===== src/design/eqs_pkg.sv =====
/*
 * Shared constants for the equalizer gain search controller: register
 * offsets, field positions, reset values, timing counts and states.
 * Assumes a single reference clock domain at the rate given below.
 */
package eqs_pkg;

    // ************************************************************
    // Register offsets
    // ************************************************************
    localparam logic [7:0] ADDR_ERR_SRC = 8'h42;
    localparam logic [7:0] ADDR_SEARCH_CTL = 8'hD2;
    localparam logic [7:0] ADDR_READBACK = 8'hD3;
    localparam logic [7:0] ADDR_LIMITS = 8'hD5;

    // ************************************************************
    // Field layouts
    // ************************************************************
    localparam int GAIN_W = 4;
    localparam int CTL_RESTART_BIT = 0;
    localparam int CTL_AUTO_BIT = 1;
    localparam int CTL_FLOOR_EN_BIT = 2;
    localparam int CTL_DWELL_LSB = 3;
    localparam int DWELL_SEL_W = 3;
    localparam int SRC_CDR_BIT = 0;
    localparam int SRC_ENC_BIT = 1;
    localparam int SRC_PAR_BIT = 2;
    localparam int THOLD_LSB = 4;
    localparam int THOLD_W = 4;
    localparam int LIM_FLOOR_LSB = 0;
    localparam int LIM_CEIL_LSB = 4;
    localparam int RB_LOCKED_BIT = 4;
    localparam int ERR_CNT_W = 8;

    // ************************************************************
    // Reset values
    // ************************************************************
    localparam logic [7:0] ERR_SRC_RST = 8'h17;
    localparam logic [7:0] SEARCH_CTL_RST = 8'h1A;
    localparam logic [7:0] LIMITS_RST = 8'hF0;
    localparam logic [GAIN_W-1:0] MIN_GAIN_CODE = 4'h0;
    localparam logic [DWELL_SEL_W-1:0] DWELL_SEL_DEFAULT = 3'h3;

    // ************************************************************
    // Timing
    // ************************************************************
    localparam int REF_CLK_MHZ = 250;
    localparam int DWELL_DEFAULT_NS = 2620000;
    localparam int DWELL_DEFAULT_CYCLES = DWELL_DEFAULT_NS / 1000 * REF_CLK_MHZ;
    localparam int TIMER_W = 24;

    // ************************************************************
    // Synchronised inputs
    // ************************************************************
    localparam int SYNC_CH = 6;
    localparam int SY_LOCK = 0;
    localparam int SY_LCLK = 1;
    localparam int SY_CDR = 2;
    localparam int SY_ENC = 3;
    localparam int SY_PAR = 4;
    localparam int SY_COMPAT = 5;

    // Search states, Gray along init -> dwell -> locked
    typedef enum logic [1:0] {
        ST_INIT = 2'b00,
        ST_DWELL = 2'b01,
        ST_LOCKED = 2'b11
    } eqs_state_type;

endpackage


===== src/design/eqs_sync.sv =====
/*
 * Three-stage synchroniser bank for inputs from outside the reference
 * clock domain. A change is accepted once stages two and three agree.
 * Assumes inputs are slow relative to the reference clock.
 */
`timescale 1ns/10ps
module eqs_sync (
    input wire logic ref_clk,
    input wire logic rst,
    input wire logic ce,
    input wire logic [eqs_pkg::SYNC_CH-1:0] async_in,
    output logic [eqs_pkg::SYNC_CH-1:0] sync_out
);
    import eqs_pkg::*;

    genvar g;
    generate
        for (g = 0; g < SYNC_CH; g++) begin : g_ch
            logic s1_q, s2_q, s3_q, out_q;
            logic s1_d, s2_d, s3_d, out_d;
            // Next values; first stage only feeds the second
            always_comb begin
                s1_d = async_in[g];
                s2_d = s1_q;
                s3_d = s2_q;
                out_d = (s2_q == s3_q) ? s3_q : out_q;
            end
            // Register stage, frozen while ce is low
            always_ff @(posedge ref_clk) begin
                if (rst) begin
                    s1_q <= 1'b0;
                    s2_q <= 1'b0;
                    s3_q <= 1'b0;
                    out_q <= 1'b0;
                end else if (ce) begin
                    s1_q <= s1_d;
                    s2_q <= s2_d;
                    s3_q <= s3_d;
                    out_q <= out_d;
                end
            end
            assign sync_out[g] = out_q;
        end
    endgenerate
endmodule // eqs_sync


===== src/design/eqs_dwell_timer.sv =====
/*
 * Free-running dwell timer: restarts on start, pulses done on the last
 * cycle of each period, flags the first half of the period.
 * Assumes period is at least two cycles.
 */
`timescale 1ns/10ps
module eqs_dwell_timer (
    input wire logic ref_clk,
    input wire logic rst,
    input wire logic ce,
    input wire logic start,
    input wire logic [eqs_pkg::TIMER_W-1:0] period,
    output logic done,
    output logic first_half
);
    import eqs_pkg::*;

    logic [TIMER_W-1:0] cnt_q, cnt_d;

    // Decode of the running count; not gated by start, which keeps the
    // done-judge-start path free of a combinational loop. At-or-above also
    // ends a period that a shorter dwell select cut short.
    assign done = (cnt_q >= period - 1'b1);
    assign first_half = cnt_q < (period >> 1);

    // Count, wrap at end of period or on start
    always_comb begin
        if (start || done) begin
            cnt_d = '0;
        end else begin
            cnt_d = cnt_q + 1'b1;
        end
    end

    // Register
    always_ff @(posedge ref_clk) begin
        if (rst) begin
            cnt_q <= '0;
        end else if (ce) begin
            cnt_q <= cnt_d;
        end
    end
endmodule // eqs_dwell_timer


===== src/design/eqs_search_ctrl.sv =====
/*
 * Equalizer gain search controller for one receive port: register file,
 * lock and error sampling, dwell timing and the gain stepping machine.
 * Assumes lock, link clock, error levels and the serializer-compatible
 * flag arrive asynchronously; register port and soft reset are on ref_clk.
 */
`timescale 1ns/10ps

// Contract
// - Step through permitted gain codes seeking one where recovery holds lock.
// - Wait the programmed dwell at each code before judging lock.
// - On valid lock freeze the gain code while lock stays asserted.
// - On lock loss advance to the next permitted code and search again.
// - Writing the restart bit in search control restarts the search anytime.
// - From power-on keep cycling codes, even with no incoming signal.
// - With compatible serializer, restart once after first lock unless disabled.
// - Any restart, bit or soft reset, begins again from minimum permitted code.
// - Never advance the gain code beyond the programmed ceiling.
// - Floor sets the starting code only while floor enable is set.
// - Reached gain code is readable from the readback register.
// - Dwell is programmable; default 2.62 ms.
// - At ceiling without lock, wrap to minimum code or enabled floor.
// - Each counted error source is individually selectable.
// - Errors accumulate over the first half of the dwell period.
// - Error count above the limit makes the search raise the gain code.
module eqs_search_ctrl #(
    parameter int DWELL_CYCLES = eqs_pkg::DWELL_DEFAULT_CYCLES
) (
    input wire logic ref_clk,
    input wire logic rst,
    input wire logic ce,
    input wire logic core_soft_reset,
    input wire logic reg_wr_en,
    input wire logic reg_rd_en,
    input wire logic [7:0] reg_addr,
    input wire logic [7:0] reg_wr_data,
    output logic [7:0] reg_rd_data,
    input wire logic cdr_lock,
    input wire logic link_clk,
    input wire logic cdr_error,
    input wire logic enc_error,
    input wire logic parity_error,
    input wire logic serializer_compatible,
    output logic [eqs_pkg::GAIN_W-1:0] eq_gain_code,
    output logic search_locked
);
    import eqs_pkg::*;

    // ************************************************************
    // Input synchronisation
    // ************************************************************
    logic [SYNC_CH-1:0] async_in, sync_s;
    logic lock_s, compat_s, lclk_s;
    logic [2:0] err_s;

    assign async_in = {serializer_compatible, parity_error, enc_error, cdr_error,
                       link_clk, cdr_lock};

    eqs_sync u_sync (
        .ref_clk(ref_clk),
        .rst(rst),
        .ce(ce),
        .async_in(async_in),
        .sync_out(sync_s)
    );

    assign lock_s = sync_s[SY_LOCK];
    assign lclk_s = sync_s[SY_LCLK];
    assign compat_s = sync_s[SY_COMPAT];
    assign err_s = {sync_s[SY_PAR], sync_s[SY_ENC], sync_s[SY_CDR]};

    // ************************************************************
    // Register file
    // ************************************************************
    logic [7:0] err_src_q, err_src_d, ctl_q, ctl_d, lim_q, lim_d;
    logic restart_wr;

    // Restart bit is a write strobe, never stored, so it reads back as zero
    assign restart_wr = reg_wr_en && (reg_addr == ADDR_SEARCH_CTL)
                        && reg_wr_data[CTL_RESTART_BIT];

    // Writable registers; readback is read-only and ignores writes
    always_comb begin
        err_src_d = err_src_q;
        ctl_d = ctl_q;
        lim_d = lim_q;
        if (reg_wr_en) begin
            case (reg_addr)
                ADDR_ERR_SRC: begin
                    err_src_d = reg_wr_data;
                end
                ADDR_SEARCH_CTL: begin
                    ctl_d = reg_wr_data;
                    ctl_d[CTL_RESTART_BIT] = 1'b0;
                end
                ADDR_LIMITS: begin
                    lim_d = reg_wr_data;
                end
                default: begin
                    err_src_d = err_src_q;
                end
            endcase
        end
    end

    // Register the configuration
    always_ff @(posedge ref_clk) begin
        if (rst) begin
            err_src_q <= ERR_SRC_RST;
            ctl_q <= SEARCH_CTL_RST;
            lim_q <= LIMITS_RST;
        end else if (ce) begin
            err_src_q <= err_src_d;
            ctl_q <= ctl_d;
            lim_q <= lim_d;
        end
    end

    // ************************************************************
    // Configuration decode
    // ************************************************************
    logic [GAIN_W-1:0] floor_c, ceil_c, start_code, next_code;
    logic [THOLD_W-1:0] thold_c;
    logic [DWELL_SEL_W-1:0] dwell_sel;
    logic [2:0] src_en;
    logic floor_en, auto_en;
    logic [TIMER_W-1:0] dwell_base, dwell_period;

    assign floor_c = lim_q[LIM_FLOOR_LSB +: GAIN_W];
    assign ceil_c = lim_q[LIM_CEIL_LSB +: GAIN_W];
    assign thold_c = err_src_q[THOLD_LSB +: THOLD_W];
    assign src_en = {err_src_q[SRC_PAR_BIT], err_src_q[SRC_ENC_BIT],
                     err_src_q[SRC_CDR_BIT]};
    assign floor_en = ctl_d[CTL_FLOOR_EN_BIT]; // Restart written with it uses new floor
    assign auto_en = ctl_q[CTL_AUTO_BIT];
    assign dwell_sel = ctl_q[CTL_DWELL_LSB +: DWELL_SEL_W];

    // Dwell scales by powers of two around the default select
    assign dwell_base = TIMER_W'(DWELL_CYCLES >> DWELL_SEL_DEFAULT);
    assign dwell_period = dwell_base << dwell_sel;

    // Start at floor only when enabled; clamp so start never exceeds ceiling
    assign start_code = !floor_en ? MIN_GAIN_CODE
                      : (floor_c > ceil_c) ? ceil_c : floor_c;
    // Step up, wrapping to start once the ceiling is reached
    assign next_code = (eq_gain_code >= ceil_c) ? start_code
                     : GAIN_W'(eq_gain_code + 1'b1);

    // ************************************************************
    // Dwell timer and link clock edge
    // ************************************************************
    logic timer_start, timer_done, first_half;
    logic lclk_prev_q, lclk_prev_d, lclk_edge;

    eqs_dwell_timer u_timer (
        .ref_clk(ref_clk),
        .rst(rst),
        .ce(ce),
        .start(timer_start),
        .period(dwell_period),
        .done(timer_done),
        .first_half(first_half)
    );

    // Edge of the link clock as seen by ref_clk; stops harmlessly off-frame
    assign lclk_prev_d = lclk_s;
    assign lclk_edge = lclk_s && !lclk_prev_q;

    always_ff @(posedge ref_clk) begin
        if (rst) begin
            lclk_prev_q <= 1'b0;
        end else if (ce) begin
            lclk_prev_q <= lclk_prev_d;
        end
    end

    // ************************************************************
    // Search state machine
    // ************************************************************
    eqs_state_type st_q, st_d;
    logic [GAIN_W-1:0] gain_d;
    logic [ERR_CNT_W-1:0] err_cnt_q, err_cnt_d;
    logic first_seen_q, first_seen_d, locked_d;
    logic restart_ev, judge, good, auto_fire, lock_lost;

    // Any of these begins a fresh search from the start code
    assign restart_ev = restart_wr || core_soft_reset;
    assign judge = (st_q == ST_DWELL) && timer_done;
    assign good = lock_s && (err_cnt_q <= ERR_CNT_W'(thold_c));
    assign auto_fire = judge && good && auto_en && compat_s && !first_seen_q;
    assign lock_lost = (st_q == ST_LOCKED) && !lock_s;
    assign timer_start = restart_ev || (st_q == ST_INIT) || lock_lost || auto_fire;

    // Next state, gain and error accumulator
    always_comb begin
        st_d = st_q;
        gain_d = eq_gain_code;
        err_cnt_d = err_cnt_q;
        first_seen_d = first_seen_q;
        if (restart_ev || (st_q == ST_INIT)) begin
            st_d = ST_DWELL;
            gain_d = start_code;
            err_cnt_d = '0;
            if (core_soft_reset) begin
                first_seen_d = 1'b0;
            end
        end else begin
            case (st_q)
                ST_DWELL: begin
                    // Count selected errors only in the first half of dwell
                    if (first_half && lclk_edge && |(err_s & src_en)
                        && (err_cnt_q != {ERR_CNT_W{1'b1}})) begin
                        err_cnt_d = err_cnt_q + 1'b1;
                    end
                    if (judge) begin
                        err_cnt_d = '0;
                        if (auto_fire) begin
                            first_seen_d = 1'b1;
                            gain_d = start_code;
                        end else if (good) begin
                            first_seen_d = 1'b1;
                            st_d = ST_LOCKED;
                        end else begin
                            // No lock anywhere keeps this loop running from power-on
                            gain_d = next_code;
                        end
                    end
                end
                ST_LOCKED: begin
                    if (!lock_s) begin
                        st_d = ST_DWELL;
                        gain_d = next_code;
                        err_cnt_d = '0;
                    end
                end
                default: begin
                    st_d = ST_INIT;
                end
            endcase
        end
    end
    assign locked_d = (st_d == ST_LOCKED);

    // Register the search state
    always_ff @(posedge ref_clk) begin
        if (rst) begin
            st_q <= ST_INIT;
            eq_gain_code <= MIN_GAIN_CODE;
            err_cnt_q <= '0;
            first_seen_q <= 1'b0;
            search_locked <= 1'b0;
        end else if (ce) begin
            st_q <= st_d;
            eq_gain_code <= gain_d;
            err_cnt_q <= err_cnt_d;
            first_seen_q <= first_seen_d;
            search_locked <= locked_d;
        end
    end

    // ************************************************************
    // Register read port
    // ************************************************************
    logic [7:0] rd_d;

    // One-cycle read latency; unmapped offsets read as zero
    always_comb begin
        rd_d = reg_rd_data;
        if (reg_rd_en) begin
            case (reg_addr)
                ADDR_ERR_SRC: rd_d = err_src_q;
                ADDR_SEARCH_CTL: rd_d = ctl_q;
                ADDR_READBACK: begin
                    rd_d = 8'h00;
                    rd_d[GAIN_W-1:0] = eq_gain_code;
                    rd_d[RB_LOCKED_BIT] = search_locked;
                end
                ADDR_LIMITS: rd_d = lim_q;
                default: rd_d = 8'h00;
            endcase
        end
    end

    always_ff @(posedge ref_clk) begin
        if (rst) begin
            reg_rd_data <= 8'h00;
        end else if (ce) begin
            reg_rd_data <= rd_d;
        end
    end
endmodule // eqs_search_ctrl


===== config.mk =====
export PLATFORM = sky130hd
export DESIGN_NAME = eqs_search_ctrl
export DESIGN_NICKNAME = d
export VERILOG_FILES = /design/src/design/eqs_pkg.sv /design/src/design/eqs_sync.sv /design/src/design/eqs_dwell_timer.sv /design/src/design/eqs_search_ctrl.sv
export SDC_FILE = /design/constraint.sdc
export NUM_CORES = 1
export LEC_CHECK = 0
export ABC_AREA = 1
export BUFFER_PORTS_ARGS = -buffer_cell sky130_fd_sc_hd__buf_2
export CORE_UTILIZATION = 56
export CTS_CLUSTER_DIAMETER = 60
export DETAILED_ROUTE_END_ITERATION = 10
export GPL_TIMING_DRIVEN = 1
export PLACE_DENSITY = 0.78
export REMOVE_ABC_BUFFERS = 1
export SYNTH_ARGS = -nofsm -noshare
export SYNTH_HDL_FRONTEND = slang
export SYNTH_SLANG_ARGS = --single-unit
export TNS_END_PERCENT = 10

===== constraint.sdc =====
create_clock -name ref_clk -period 3.3 [get_ports ref_clk]
set_clock_uncertainty 0.05 [all_clocks]
set_input_delay 0.165 -clock ref_clk [delete_from_list [all_inputs] [get_ports ref_clk]]
set_output_delay 0.165 -clock ref_clk [all_outputs]
set_load 0.02 [all_outputs]

# Yosys cells after proc, flatten, opt, wreduce, memory -nomap -nowiden
# Index checks and enable logic that the tools add are counted.
dict set report classes {
  shifts 1
  n_mux 30
  reduce_logical 40
  n_eq_ne 19
  bitwise 1
  n_lt_le_gt_ge 5
  n_addsub 4
}
# cell n
set ops {}
lappend ops {{$mux 4} 8}
lappend ops {{$mux 8} 4}
lappend ops {{$pmux 8 s4} 1}
lappend ops {{$add 24x1->24 const B} 1}
lappend ops {{$eq 8x8->1 const B} 3}
lappend ops {{$ge 24x24->1} 1}
lappend ops {{$lt 24x23->1} 1}
lappend ops {{$mux 24} 1}
lappend ops {{$shl 17x3->24 const A} 1}
lappend ops {{$sub 24x1->24 const B} 1}
lappend ops {{$pmux 8 s2} 1}
lappend ops {{$reduce_and 2->1} 7}
lappend ops {{$logic_and 1x1->1} 13}
lappend ops {{$mux 2} 5}
lappend ops {{$reduce_and 5->1} 2}
lappend ops {{$reduce_and 3->1} 3}
lappend ops {{$add 8x1->8 const B} 1}
lappend ops {{$eq 8x7->1 const B} 1}
lappend ops {{$le 8x4->1} 1}
lappend ops {{$ne 8x8->1 const B} 1}
lappend ops {{$pmux 4 s2} 1}
lappend ops {{$eq 1x1->1} 6}
lappend ops {{$mux 1} 6}
lappend ops {{$mux 3} 2}
lappend ops {{other kinds (19)} 28}
dict set report word_totals {
  reg_bits 96
  out_inout_bits 13
  wordCells 136
  input_bits 28
}

# Longest topological paths before layout
dict set report depth {
  ltp_word 13
  ltp_mapped 22
  ltp_nobuf 21
}

# Modules after synthesis
# From an unflattened synthesis, not the netlist that was laid out.
dict set report unflattened {
  hier_cells 1032
  hier_area_um2 7106.8
}
# mod seq_area_each_um2 n_inst area_per_inst_um2 cells_per_inst
set by_module_without_submodules {}
lappend by_module_without_submodules {eqs_search_ctrl 960.9 1 3239.4 474}
lappend by_module_without_submodules {eqs_dwell_timer 480.5 1 2844.0 419}
lappend by_module_without_submodules {eqs_sync 480.5 1 1023.5 139}

# Worst setup path before layout
# Ideal clock, no wire load.
dict set report synth_path {
  path_type {register to register}
  start {register ctl_q[4]}
  end {register u_timer.cnt_q[10]}
  setup_slack_ps 149
  t_required_ps 3133
  stages_incl_launch_ff 21
  synth_period_minus_slack_ps 3151
  n_path_buf 1
  arrival_time_ps 2984
  setup_time_ps 117
  cell_sequence {dfxtp_1 inv_1 ha_1 nor2_1 a21oi_1 nand3b_1 nor3b_1 xor2_1 ha_1 nand4_1 nor4_1 nand2_1 nand2_1 nand3_1 nand2_2 inv_2 nand2_1 nand2_1 nand2_2 buf_4 nor2_1}
}
dict set report synth_between {
  elab_chain_len 11
}
# item line
set synth_lines {}
lappend synth_lines {{from (decl)} eqs_search_ctrl.sv:75} ;# logic [7:0] err_src_q, err_src_d, ctl_q, ctl_d, lim_q, lim_d;
lappend synth_lines {{from (signal assigned)} eqs_search_ctrl.sv:114} ;# ctl_q <= ctl_d;
lappend synth_lines {{$shl 17x3->24 (*)} eqs_search_ctrl.sv:140} ;# assign dwell_period = dwell_base << dwell_sel;
lappend synth_lines {{$sub 24x1->24 (*)} eqs_dwell_timer.sv:23} ;# assign done = (cnt_q >= period - 1'b1);
lappend synth_lines {{$ge 24x24->1 (*)} eqs_dwell_timer.sv:23}
lappend synth_lines {{$logic_and 1x1->1} eqs_search_ctrl.sv:188} ;# assign judge = (st_q == ST_DWELL) && timer_done;
lappend synth_lines {{$logic_and 1x1->1 (4 in series)} eqs_search_ctrl.sv:190} ;# assign auto_fire = judge && good && auto_en && compat_s && !first_seen_q;
lappend synth_lines {{$logic_or 1x1->1} eqs_search_ctrl.sv:192} ;# assign timer_start = restart_ev || (st_q == ST_INIT) || lock_lost || auto_fire;
lappend synth_lines {{$logic_or 1x1->1 (*)} eqs_dwell_timer.sv:28} ;# if (start || done) begin
lappend synth_lines {{$mux 24 (*)} eqs_dwell_timer.sv:28}
lappend synth_lines {{to (signal assigned)} eqs_dwell_timer.sv:40} ;# cnt_q <= cnt_d;
lappend synth_lines {{to (decl)} eqs_dwell_timer.sv:18} ;# logic [TIMER_W-1:0] cnt_q, cnt_d;
# Every way passes the cells marked *; elsewhere a longest branch is shown, timed or not.
# A chain may end at the register's enable or synchronous reset.

# Worst setup path after layout
dict set report layout_path {
  start {register ctl_q[3]}
  end {register u_timer.cnt_q[14]}
}
# Same word-level chain as after synthesis.

==> flow_metrics.py <==
metrics = {
    "pwr": {
        "p_leak_nw": 3.38,
        "p_total_mw": 2.30,
        "vdd_drop_max_v": 0.000329,
        "cellPowerDensity_nw_per_um2": 316,
    },
    "logic_synthesis": {
        "ys_ff_latch": 96,
        "yosys.cell_count.top_type": "nand2_1",
        "postSynthAreaPerCell_um2": 6.90,
        "syn-cell-area_um2": 6220,
        "synth_common_cells": "195 x nand2_1, 111 x nor2_1, 96 x dfxtp_1",
        "syn_inst": 901,
        "synth-edff-count": 0,
        "yosysWarnings": 0,
        "ys_seq_area_share_pct": 30.9,
        "yosys.area.top_type": "dfxtp_1",
        "synth_top_area_share_pct": 30.9,
        "yosysUniqueCellTypes": 45,
        "synth_top_cells_by_area": "dfxtp_1 31%, ha_1 13%, nand2_1 12%",
        "async_flop_share_pct": 0,
        "ys.flop_type": "dfxtp_1",
    },
    "sta": {
        "period_share_pct": 95.0,
        "hold_ws_ns": 0.113,
        "finalWorstSetupSlack_ns": 0.164,
        "max_freq_mhz": 319,
        "worstMarginPinSlew_ns": 0.746,
        "fin_crit_ns": 3.14,
        "finalHoldViolations": 0,
        "setup_viol": 0,
        "slew_viol_final": 0,
        "max_slew_margin_pct": 50.2,
    },
    "critical_path": {
        "slowest_stage": "dfxtp_2",
        "worstSetupStartpointType": "flop",
        "path_class": "flop to flop",
        "cp.arrival_ns": 3.41,
        "path_max_fanout": 7,
        "cp_common_cell": "nand2_2",
        "worstSetupEndpointType": "flop",
        "max_stage_delay_ns": 0.34,
        "crit_chain": "inv_2, buf_4, ha_2, buf_6, nor2_2, nand2_1, nand2_2, xnor2_2, ha_1, nand4_1, nor2_2, nor3_2, nand3b_1, nand2_2, nand2_2, nand3_2, nand2_4, inv_4, nand2_1, nand2_2, nand2_4, clkbuf_16, nor2_1",
        "cp.required_ns": 3.57,
    },
    "global_route": {
        "grt_pass1_wl_um": 25400,
        "grt_pass1_vias": 5470,
        "grt_max_degree": 36,
        "grtUsageTotal_pct": 28.0,
        "antenna_found_initial": 0,
        "gr-total-overflow": 0,
    },
    "floorplan": {
        "io_pins": 41,
        "core_area_um2": 10800,
        "die_w_um": 107,
        "die_h_um": 107,
        "die_area_um2": 11500,
        "core.rowCount": 38,
        "start_util_pct": 57.3,
    },
    "placement": {
        "post-dp-hpwl_um": 11600,
        "port_buffers": 40,
        "place_ws_ns": 0.0618,
        "place_congestion": 0.923,
    },
    "clocking": {
        "cts_max_level": 3,
        "clock_sinks": 96,
        "path_clk_slew_ns": 0.10,
        "cts_buffers": 9,
        "cts-root-buf": "clkbuf_8",
        "cts_buffer_depth": 2,
        "clk_latency_ns": 0.39,
        "cts_tree": "done",
    },
    "route": {
        "drtAntennaViolNets": 0,
        "dr.pass1.iters": 6,
        "drc": 0,
        "wl_per_cell_um": 14.2,
        "drt_iter0_drc": 486,
        "viasPerCell": 5.47,
        "wirelength_um": 16000,
        "vias": 6151,
    },
    "final_layout": {
        "num_antenna_cells": 0,
        "drive_gt1_share_pct": 15.0,
        "areaGrowthSynthToFinish_pct": 17.1,
        "nFillCells": 948,
        "fin_nets": 1070,
    },
    "run_status": {
        "status": "complete, no violations",
    },
    "worst_hold_path": {
        "min_path_type": "input pin to flop",
    },
    "flow_run": {
        "maxCapViolCount": 0,
    },
}
[sequential cells by signal (all words and copies together), names as in the netlist]
| signal | cells |
|---|---|
| u_timer.cnt_q | 24 |
| err_cnt_q | 8 |
| err_src_q | 8 |
| lim_q | 8 |
| reg_rd_data | 8 |
| ctl_q | 7 |
| u_sync.g_ch.out_q | 6 |
| u_sync.g_ch.s1_q | 6 |
| u_sync.g_ch.s2_q | 6 |
| u_sync.g_ch.s3_q | 6 |
| eq_gain_code | 4 |
| st_q | 2 |
| first_seen_q | 1 |
| lclk_prev_q | 1 |
| search_locked | 1 |
[report_power, final]
| part | leakage, nW | switching [mW] | internal [mW] |
|---|---|---|---|
| combinational | 2.49 | 0.134 | 0.0912 |
| clock | 0.110 | 0.440 | 0.428 |
| sequential | 0.780 | 0.0220 | 1.18 |
[critical path: cells and delay by family (launching register included)]
family | cells | cell delay, ns
adder cells (fa/ha/maj) | 2 | 0.49
AND/OR/NAND/NOR | 15 | 1.43
flip-flops | 1 | 0.34
XOR/XNOR | 1 | 0.14
buffers and inverters | 5 | 0.62
[cell families after synthesis]
group	count (synthesis)	share of synthesized area (%)
xor gates and xnor gates	24	3.38
buffers and inverters	121	7.93
DFF	96	30.9
adders and majority gates	63	12.7
AOI/OAI and AO/OA	185	15.7
other	1	0.0603
and+or+nand+nor	411	29.4
[layout make-up]
class,instances,area (µm²),area share [%]
Clock buffer,9,124,1.70
Clock inverter,7,95.1,1.31
Inverter,100,378,5.19
Multi-Input combinational cell,684,3920,53.9
Sequential cell,96,1930,26.5
Tap cell,140,175,2.41
Timing Repair Buffer,88,658,9.04
[cells in the final DEF (no fill, tap or decap), types with 4 or more instances in the layout]
| cell | n |
|---|---|
| dlygate4sd3_1 | 14 |
| nor4_1 | 4 |
| buf_4 | 27 |
| nor3_1 | 14 |
| buf_6 | 4 |
| o21ai_0 | 77 |
| nand3_1 | 36 |
| nor2_2 | 10 |
| nand3b_1 | 9 |
| ha_1 | 59 |
| nand2_1 | 189 |
| nor2_1 | 106 |
| o21bai_1 | 4 |
| inv_1 | 93 |
| nand2_4 | 6 |
| dfxtp_1 | 93 |
| buf_2 | 40 |
| nand4_1 | 12 |
| a21oi_1 | 77 |
| xor2_1 | 21 |
| o22ai_1 | 10 |
| clkbuf_8 | 9 |
| nand2_2 | 11 |
| inv_2 | 5 |
[worst paths after layout]
| kind | end | start | slack (ns) | cells after the start |
|---|---|---|---|---|
| worst min register to register | ctl_q[6]$_SDFFE_PP0P_ | ctl_q[6]$_SDFFE_PP0P_ | 0.41 | 2 |
| worst max-delay path | u_timer.cnt_q[14]$_SDFFE_PP0P_ | ctl_q[3]$_SDFFE_PP1P_ | 0.16 | 23 |
| worst min-delay path | first_seen_q$_SDFFE_PP0P_ | core_soft_reset | 0.11 | 4 |
| worst max register to register | u_timer.cnt_q[14]$_SDFFE_PP0P_ | ctl_q[3]$_SDFFE_PP1P_ | 0.16 | 23 |
[through the flow]
stage | TNS, ns | instances | util, % | instance area (µm²)
after floorplan | 0 | 880 | - | 6100
after global routing | -0.501 | 1124 | 67.2 | 7280
final | 0 | 1124 | 67.2 | 7280
after CTS | 0 | 1116 | 64.9 | 7040
after global placement | 0 | 1086 | 61.6 | 6680
after detailed placement | 0 | 1086 | 61.6 | 6680
[routing by layer]
layer / up-vias / GRT usage, % / wire (µm)
li1: 3137 / - / -
met1: 2748 / 38.6 / 7490
met2: 224 / 43.5 / 7140
met3: 42 / 4.36 / 932
met4: 0 / 11.7 / 446
met5: - / 0 / 0
[what timing repair did]
item / 4_1_cts / 5_1_grt
setup endpoints to repair: 0 / 33
hold buffers: 14 / 0
hold endpoints to repair: 17 / 0
gates resized for setup: 0 / 40
buffers inserted: 0 / 5
(Power assumes the default switching activity.)
